--- src/ebh_consts.vh ---
// constants for the external bus handover block
`ifndef EBH_CONSTS_VH
`define EBH_CONSTS_VH
`define EBH_NUM_SELECTS      5
`define EBH_SEL_PROGRAM      0
`define EBH_SEL_DATA         1
`define EBH_SEL_COMPOSITE    2
`define EBH_SEL_IO           3
`define EBH_SEL_BYTE         4
`define EBH_SELECT_IDLE      5'h1f
`define EBH_CYCLE_DIV_HALF   1
`define EBH_SYNC_STAGES      2
`endif

--- src/ebh_cycle_clock.v ---
// divider producing the processor cycle clock output and its rising-edge tick
`timescale 1ns/1ns
module ebh_cycle_clock (
   input  wire clk,                  // system clock
   input  wire rst_n,                // synchronous reset, active low
   input  wire ce,                   // clock enable
   output reg  cycle_clock_output,   // processor cycle clock pin
   output reg  cycle_rise            // one-clk pulse when the pin goes high
);
   // clk stands in for the doubled input clock; the pin toggles every clk
   always @(posedge clk) begin
      if (!rst_n) begin
         cycle_clock_output <= 1'b0;
         cycle_rise         <= 1'b0;
      end else if (ce) begin
         cycle_clock_output <= ~cycle_clock_output;
         cycle_rise         <= ~cycle_clock_output;
      end
   end
endmodule // ebh_cycle_clock

--- src/ebh_bus_handover.v ---
// bus handover arbiter: request sync, strobe float, grant and grant-hung
`timescale 1ns/1ns
`include "ebh_consts.vh"
//
// Contract
// - async request sampled through two flops, acted on that or next cycle
// - strobes float before grant goes low
// - grant returns high before strobes are driven again
// - grant-hung low while granted and core or byte engine wants bus
// - grant-hung never low before strobes are floated
// - grant-hung high before strobes are driven again
// - processor cycle runs at half the clk rate
module ebh_bus_handover (
   input  wire                         clk,                       // system clock
   input  wire                         rst_n,                     // synchronous reset, active low
   input  wire                         ce,                        // clock enable, freezes state
   input  wire                         bus_request_n,             // async request from outside master
   input  wire                         core_bus_need,             // core wants the external bus
   input  wire                         byte_engine_bus_need,      // byte transfer engine wants the bus
   input  wire [`EBH_NUM_SELECTS-1:0]  select_n_in,               // core's select strobes
   input  wire                         rd_n_in,                   // core's read strobe
   input  wire                         wr_n_in,                   // core's write strobe
   output reg  [`EBH_NUM_SELECTS-1:0]  memory_select_strobes,     // select strobes out
   output reg  [`EBH_NUM_SELECTS-1:0]  memory_select_strobes_oe_n,// select enables, low drives
   output reg                          rd_n,                      // read strobe out
   output reg                          rd_oe_n,                   // read enable, low drives
   output reg                          wr_n,                      // write strobe out
   output reg                          wr_oe_n,                   // write enable, low drives
   output reg                          bus_grant_n,               // grant to outside master
   output reg                          grant_hung_n,              // grant-hung indication
   output reg                          granted,                   // status: bus given away
   output wire                         cycle_clock_output         // processor cycle clock
);
   localparam [3:0] ST_OWN     = 4'b0001;
   localparam [3:0] ST_FLOAT   = 4'b0010;
   localparam [3:0] ST_GRANT   = 4'b0100;
   localparam [3:0] ST_RELEASE = 4'b1000;

   reg [3:0] state_r;
   reg [3:0] state_nxt;
   reg       req_meta_r;
   reg       req_sync_r;
   wire      cycle_rise;
   wire      need = core_bus_need | byte_engine_bus_need;

   ebh_cycle_clock u_cyc (
      .clk                (clk),
      .rst_n              (rst_n),
      .ce                 (ce),
      .cycle_clock_output (cycle_clock_output),
      .cycle_rise         (cycle_rise)
   );

   // first flop is read only by the second
   always @(posedge clk) begin
      if (!rst_n) begin
         req_meta_r <= 1'b1;
         req_sync_r <= 1'b1;
      end else if (ce) begin
         req_meta_r <= bus_request_n;
         req_sync_r <= req_meta_r;
      end
   end

   // decisions only on cycle clock rise, so request taken per processor cycle
   always @* begin
      state_nxt = state_r;
      case (state_r)
         ST_OWN:     if (cycle_rise && !req_sync_r) state_nxt = ST_FLOAT;
         ST_FLOAT:   state_nxt = ST_GRANT;
         ST_GRANT:   if (cycle_rise && req_sync_r) state_nxt = ST_RELEASE;
         ST_RELEASE: state_nxt = ST_OWN;
         default:    state_nxt = ST_OWN;
      endcase
   end

   always @(posedge clk) begin
      if (!rst_n) begin
         state_r                    <= ST_OWN;
         memory_select_strobes      <= `EBH_SELECT_IDLE;
         memory_select_strobes_oe_n <= {`EBH_NUM_SELECTS{1'b0}};
         rd_n                       <= 1'b1;
         rd_oe_n                    <= 1'b0;
         wr_n                       <= 1'b1;
         wr_oe_n                    <= 1'b0;
         bus_grant_n                <= 1'b1;
         grant_hung_n               <= 1'b1;
         granted                    <= 1'b0;
      end else if (ce) begin
         state_r <= state_nxt;
         // strobes follow the core only while owning the bus
         if (state_nxt == ST_OWN) begin
            memory_select_strobes      <= select_n_in;
            memory_select_strobes_oe_n <= {`EBH_NUM_SELECTS{1'b0}};
            rd_n                       <= rd_n_in;
            rd_oe_n                    <= 1'b0;
            wr_n                       <= wr_n_in;
            wr_oe_n                    <= 1'b0;
         end else begin
            // park high on the same edge as floating so pullups see no glitch
            memory_select_strobes      <= `EBH_SELECT_IDLE;
            memory_select_strobes_oe_n <= {`EBH_NUM_SELECTS{1'b1}};
            rd_n                       <= 1'b1;
            rd_oe_n                    <= 1'b1;
            wr_n                       <= 1'b1;
            wr_oe_n                    <= 1'b1;
         end
         // grant and hung only in ST_GRANT, a cycle after float and before drive
         bus_grant_n  <= (state_nxt != ST_GRANT) || (state_r != ST_GRANT && state_r != ST_FLOAT);
         grant_hung_n <= !(state_nxt == ST_GRANT && state_r != ST_OWN && need);
         granted      <= (state_nxt != ST_OWN);
      end
   end
endmodule // ebh_bus_handover

--- config.mk ---
export PLATFORM = sky130hd
export DESIGN_NAME = ebh_bus_handover
export DESIGN_NICKNAME = d
export VERILOG_FILES = /design/src/ebh_cycle_clock.v /design/src/ebh_bus_handover.v
export VERILOG_INCLUDE_DIRS = /design/src /design/src/src
export SDC_FILE = /design/constraint.sdc
export NUM_CORES = 1
export LEC_CHECK = 0
export BUFFER_PORTS_ARGS = -buffer_cell sky130_fd_sc_hd__buf_2
export CELL_PAD_IN_SITES_DETAIL_PLACEMENT = 1
export CELL_PAD_IN_SITES_GLOBAL_PLACEMENT = 1
export CORE_AREA = 2 2 52 54
export DETAILED_ROUTE_END_ITERATION = 8
export DIE_AREA = 0 0 54 56
export GPL_ROUTABILITY_DRIVEN = 0
export PLACE_DENSITY = 0.82
export SLEW_MARGIN = 30
export SYNTH_ARGS = -nofsm -noshare
export SYNTH_HDL_FRONTEND = slang
export SYNTH_SLANG_ARGS = --single-unit
--- constraint.sdc ---
create_clock -name clk -period 1.6 [get_ports clk]
set_input_delay 0.24 -clock clk [delete_from_list [all_inputs] [get_ports clk]]
set_output_delay 0.24 -clock clk [all_outputs]
set_load 0.03 [all_outputs]
==> impl_metrics.ini, run 1 <==
[setup_path]
worstSetupPathType = reg2reg
reg2reg_to = memory_select_strobes[4]$_SDFFE_PN1P_
crit_slowest_cell = or4b_4
setup.worst_path.start_class = flop
timing.critical_path.to_type = flop
r2r_slack_ns = 0.08
reg2reg_depth = 5
worst_path_maximum_fanout = 5
cp.arrival_ns = 1.75
critical_path.cell_chain = or4b_4, o2bb2ai_4, buf_4, nor3_1, o21ai_1
cp_data_required_time_ns = 1.83
reg2reg_from = req_sync_r$_SDFFE_PN1P_
worst_path_largest_cell_delay_ns = 0.57

[routing]
dr.max_layer_used = met4
wl_per_cell_um = 13.93
met2_length_um = 926
via_per_inst = 4.830
vias = 681
drt-met1-wl_um = 873
drt_first_iter_violations = 3
detail_route.drc_violations = 0
drt_antenna_net_count = 0
detail_route.first_pass.iterations = 4
route.met3.wl_um = 83
routed_wl_um = 1964

[logic_synthesis]
yosysTopAreaCellShare_pct = 44.74
synth_cell_type_count = 26
syn-cell-area_um2 = 760.7
synth_area_leader_cell = dfxtp_1
postSynthRegisterBits = 17
syn-instance-count = 86
syn_area_per_cell_um2 = 8.846
ys.warnings.count = 0
synth.net_count = 99
synth_top_cells_by_area = dfxtp_1 45%, buf_4 7.9%, nor3_1 5.3%
synth-seq-area-share_pct = 44.74

[min_path]
worst_hold_path.endpoint = req_meta_r$_SDFFE_PN1P_
min_path_type = in2reg
worst_hold_startpoint = bus_request_n
hold-path-cell-count = 3

[clock_network]
cts-buffers-inserted = 3
clockRootBuffer = clkbuf_4
path_clk_slew_ns = 0.11
tritoncts = yes
cts_sinks = 17
postCtsHoldBufs = 0
clk-insertion-delay-late_ns = 0.30
ctsHtreeMaxLevel = 1
clk_path_buf_depth = 2
postCtsSetupRepairBufs = 0
postCtsResizedCells = 0

[sta]
post-route-min-period_ns = 1.520
final_critical_path_share_of_the_clock_period_pct = 94.99
timing.final.hold_violations = 0
worst_slew_margin_relative_to_its_limit_pct = 73.27
setup_repair_after_global_routing_missed_its_margin = no
finalSetupViolCount = 0
worst_clock_skew_ns = 0.01031
tns_ns = 0
clock.fmax_ghz = 0.6579
worstMarginPinSlew_ns = 0.3972
finalWorstSetupSlack_ns = 0.08009
drv_slew = 0

[grt]
grt_util_all_layers_pct = 15.07
grt_first_pass_wirelength_um = 3284
sum_of_overflow_across_all_layers_after_global_routing = 0
grt_max_degree = 19
grt_antenna_before_repair = 0
grt_pass1_vias = 698

[place]
placement.io_buffers = 30
detailedPlace.worstSlack_ns = 0.07672
dp_hpwl_um = 1471

[pwr]
power.combinational.fraction_pct = 14.1
power.internal_uw = 573.1
power_leakage_nw = 0.4150
p_sw_uw = 233.0
ir_worst_vdd_mv = 0.3544
power_density_mw_per_mm2 = 871.8
power.switching_fraction_pct = 28.90
power_frac_clock_pct = 30.1
pwr-share-seq_pct = 55.8

[final_layout]
registers.top_by_ff_count = memory_select_strobes
layout_commonest_cell = buf_2
nFillCells = 322
most-common-layout-cells = 30 x buf_2, 15 x dfxtp_1, 10 x nor2_1
post_route_cells_drive_above_1_share_pct = 37.84
design.final.nets = 125
area_growth_pct = 21.55
largest_register_ff_count = 5
insertedDiodeCount = 0
reg.largest.list = memory_select_strobes (5), state_r (4)

[floorplanning]
chipWidth_um = 54
io-pin-count = 31
row_count = 18
core_area_mm2 = 0.002432
dieHeight_um = 56
floorplan.initialDensity_pct = 31.28
dieArea_mm2 = 0.003024

[job]
max_cap_violations = 0

[outcome]
outcome = complete, no violations
-- synthesized netlist by cell type --
master and instances:
o211ai_1 1, and2_1 1, nand2_1 6, clkbuf_1 3, o21ai_1 7, o21ai_0 1, or4b_4 1, buf_4 8
o22ai_1 1, nand3_2 1, nor3_1 8, dfxtp_1 17, mux2i_1 3, inv_1 1, buf_2 1, nor2_1 10
and2b_1 1, a21oi_1 2, nor2b_1 4, nor4_1 2, a21boi_1 1, nand3_1 1, o2bb2ai_4 1, nand2b_1 1
o21a_1 1, xor2_1 2
-- layout make-up --
class / instances / area, um2 / area share (%)
inverter: 1 / 3.754 / 0.4060
clock inverter: 1 / 5.005 / 0.5413
timing repair buffer: 33 / 172.7 / 18.67
sequential: 17 / 342.8 / 37.08
multi-input combinational: 56 / 340.3 / 36.81
clock buffer: 3 / 22.52 / 2.436
tap: 30 / 37.54 / 4.060
-- stage by stage --
stage                     power, mW  hold slack, ns  instance area [um2]  utilization [%]  cells
after floorplan              0.5335          0.3684                760.7                -     86
after global placement       0.5691          0.4585                894.6            36.78    137
after detailed placement     0.5738          0.4627                894.6            36.78    137
after CTS                    0.8162          0.1442                922.1            37.91    141
after global routing         0.8419          0.1775                924.6            38.01    141
final                        0.8061          0.1459                924.6            38.01    141
-- how the worst max path moves through the flow --
stage	startpoint	end	slack (ns)
after global routing	req_sync_r$_SDFFE_PN1P_	memory_select_strobes[1]$_SDFFE_PN1P_	0.02
after detailed placement	state_r[2]$_SDFFE_PN0P_	memory_select_strobes[4]$_SDFFE_PN1P_	0.08
after floorplan	state_r[2]$_SDFFE_PN0P_	state_r[0]$_SDFFE_PN1P_	0.19
final	req_sync_r$_SDFFE_PN1P_	memory_select_strobes[4]$_SDFFE_PN1P_	0.08
after CTS	state_r[2]$_SDFFE_PN0P_	memory_select_strobes[4]$_SDFFE_PN1P_	0.02
after global placement	state_r[2]$_SDFFE_PN0P_	state_r[0]$_SDFFE_PN1P_	0.13
-- critical path, delay by kind of cell (launching register included) --
| family | cells | cell delay (ns) |
|---|---|---|
| buffers and inverters | 1 | 0.16 |
| DFF | 1 | 0.36 |
| and+or+nand+nor | 2 | 0.62 |
| AOI/OAI and AO/OA | 2 | 0.32 |
-- logic make-up after synthesis --
kind of cell | count (synthesis) | share of synthesized area [%]
simple gates | 36 | 24.51
flops | 17 | 44.74
compound gates | 15 | 13.98
buf+inv | 13 | 10.53
mux | 3 | 3.948
xor+xnor | 2 | 2.303
-- layer usage --
metal  GRT usage [%]  up-vias
met2           22.47       15
met3           3.226        6
li1                -      334
met4           11.07        0
met5               0        -
met1           18.36      326
-- power groups by stage --
stage | Combinational, mW | Clock, mW | Sequential, mW
finish | 0.114 | 0.243 | 0.450
global route | 0.125 | 0.266 | 0.451
CTS | 0.115 | 0.251 | 0.450
detailed placement | 0.115 | 0 | 0.459
global placement | 0.111 | 0 | 0.458
floorplan | 0.0507 | 0 | 0.483
No activity file was read; power rests on OpenSTA's default activity.
==> run 2, diff against run 1 <==
--- a/config.mk
+++ b/config.mk
@@ -14,6 +14,7 @@
 export DIE_AREA = 0 0 54 56
 export GPL_ROUTABILITY_DRIVEN = 0
 export PLACE_DENSITY = 0.82
+export RECOVER_POWER = 25
 export SLEW_MARGIN = 30
 export SYNTH_ARGS = -nofsm -noshare
 export SYNTH_HDL_FRONTEND = slang
==> impl_metrics.ini, run 2 (synthesis gave the netlist of run 1 again) <==
[setup_path]
reg2reg_depth = 4
r2r_slack_ns = 0.07
reg2reg_from = req_sync_r$_SDFFE_PN1P_
critical_path.cell_chain = or4b_4, o2bb2ai_4, nand3_2, a21boi_1
crit_slowest_cell = or4b_4
worst-path-buf-inv = 0
timing.critical_path.to_type = flop
worst_path_maximum_fanout = 5
cp.arrival_ns = 1.71
critical_path.top_delay_family = simple AND/OR/NAND/NOR gates
cp_data_required_time_ns = 1.79
worstSetupPathType = reg2reg
worst_path_largest_cell_delay_ns = 0.57
setup.worst_path.start_class = flop
reg2reg_to = state_r[0]$_SDFFE_PN1P_

[clock_network]
cts_sinks = 17
clk_path_buf_depth = 2
ctsHtreeMaxLevel = 1
postCtsHoldBufs = 0
postCtsResizedCells = 0
cts-buffers-inserted = 3
tritoncts = yes
postCtsSetupRepairBufs = 0
clk-insertion-delay-late_ns = 0.30
path_clk_slew_ns = 0.11
clockRootBuffer = clkbuf_4

[routing]
routed_wl_um = 1965
drt_antenna_net_count = 0
detail_route.drc_violations = 0
drt_first_iter_violations = 3
vias = 683
via_per_inst = 4.844
wl_per_cell_um = 13.94
detail_route.first_pass.iterations = 4

[sta]
worst_slew_margin_relative_to_its_limit_pct = 39.50
final_critical_path_share_of_the_clock_period_pct = 95.39
worst_clock_skew_ns = 0.009137
setup_repair_after_global_routing_missed_its_margin = no
drv_slew = 0
worstMarginPinSlew_ns = 0.9075
finalSetupViolCount = 0
post-route-min-period_ns = 1.526
clock.fmax_ghz = 0.6552
timing.final.hold_violations = 0
tns_ns = 0

[floorplanning]
row_count = 18
floorplan.initialDensity_pct = 31.28
dieHeight_um = 56
chipWidth_um = 54
dieArea_mm2 = 0.003024
io-pin-count = 31
core_area_mm2 = 0.002432

[final_layout]
post_route_cells_drive_above_1_share_pct = 31.53
registers.top_by_ff_count = memory_select_strobes
insertedDiodeCount = 0
most-common-layout-cells = 24 x buf_2, 15 x dfxtp_1, 10 x nor2_1
final_cell_count_no_fill = 141
seq_area_um2 = 342.8
reg.largest.list = memory_select_strobes (5), state_r (4)
design.final.nets = 125
area_growth_pct = 20.07
largest_register_ff_count = 5
multi_input_area_um2 = 340.3
nFillCells = 320
layout_commonest_cell = buf_2

[place]
placedCellCount = 137
dp_hpwl_um = 1471
placement.io_buffers = 30

[outcome]
outcome = complete, no violations

[min_path]
worst_hold_startpoint = bus_request_n
worst_hold_path.endpoint = req_meta_r$_SDFFE_PN1P_
hold-path-cell-count = 3
min_path_type = in2reg

[pwr]
power_leakage_nw = 0.3999
total_power_uw = 801.5
ir_worst_vdd_mv = 0.3525
power_density_mw_per_mm2 = 877.5

[grt]
grt_pass1_vias = 698
sum_of_overflow_across_all_layers_after_global_routing = 0
grt_util_all_layers_pct = 15.07
grt_max_degree = 19
grt_antenna_before_repair = 0
grt_first_pass_wirelength_um = 3284

[job]
max_cap_violations = 0
[run 2: layout make-up]
class | count | area share (%)
well taps | 30 | 4.110
flip-flops and latches | 17 | 37.53
clock inverters | 1 | 0.5479
clock buffers | 3 | 2.466
inverters | 1 | 0.4110
multi-input cells | 56 | 37.26
repair buffers | 33 | 17.67
[run 2: routing by layer]
metal / wire [um] / GRT usage (%)
met1: 885 / 18.36
met2: 916 / 22.47
met3: 83 / 3.226
met4: 80 / 11.07
met5: 0 / 0
[run 2: worst max-delay path by stage]
stage	startpoint	end	slack [ns]	cells after the start
6_report	req_sync_r$_SDFFE_PN1P_	state_r[0]$_SDFFE_PN1P_	0.07	4
5_1_grt	req_sync_r$_SDFFE_PN1P_	memory_select_strobes[1]$_SDFFE_PN1P_	0.02	5
4_1_cts	state_r[2]$_SDFFE_PN0P_	memory_select_strobes[4]$_SDFFE_PN1P_	0.02	5
3_5_place_dp	state_r[2]$_SDFFE_PN0P_	memory_select_strobes[4]$_SDFFE_PN1P_	0.08	5
3_3_place_gp	state_r[2]$_SDFFE_PN0P_	state_r[0]$_SDFFE_PN1P_	0.13	4
2_1_floorplan	state_r[2]$_SDFFE_PN0P_	state_r[0]$_SDFFE_PN1P_	0.19	4
[run 2: report_power, final]
part | leakage (nW) | internal, mW | total (mW) | switching (mW)
Sequential | 0.139 | 0.439 | 0.450 | 0.0111
Combinational | 0.243 | 0.0377 | 0.110 | 0.0725
Clock | 0.0177 | 0.0932 | 0.242 | 0.148
Total | 0.400 | 0.570 | 0.802 | 0.232
[run 2: worst min-delay path, stage by stage]
cell and delay [ns]:
buf_2 0.08, mux2i_1 0.05, nand2_1 0.06
[run 2: metrics by stage]
stage / util, % / hold slack, ns / cell area (um2) / setup WS (ns)
6_report: 37.55 / 0.1487 / 913.4 / 0.07370
5_1_grt: 37.55 / 0.1782 / 913.4 / 0.02149
4_1_cts: 37.91 / 0.1442 / 922.1 / 0.02481
3_5_place_dp: 36.78 / 0.4627 / 894.6 / 0.07672
3_3_place_gp: 36.78 / 0.4585 / 894.6 / 0.1313
2_1_floorplan: - / 0.3684 / 760.7 / 0.1881
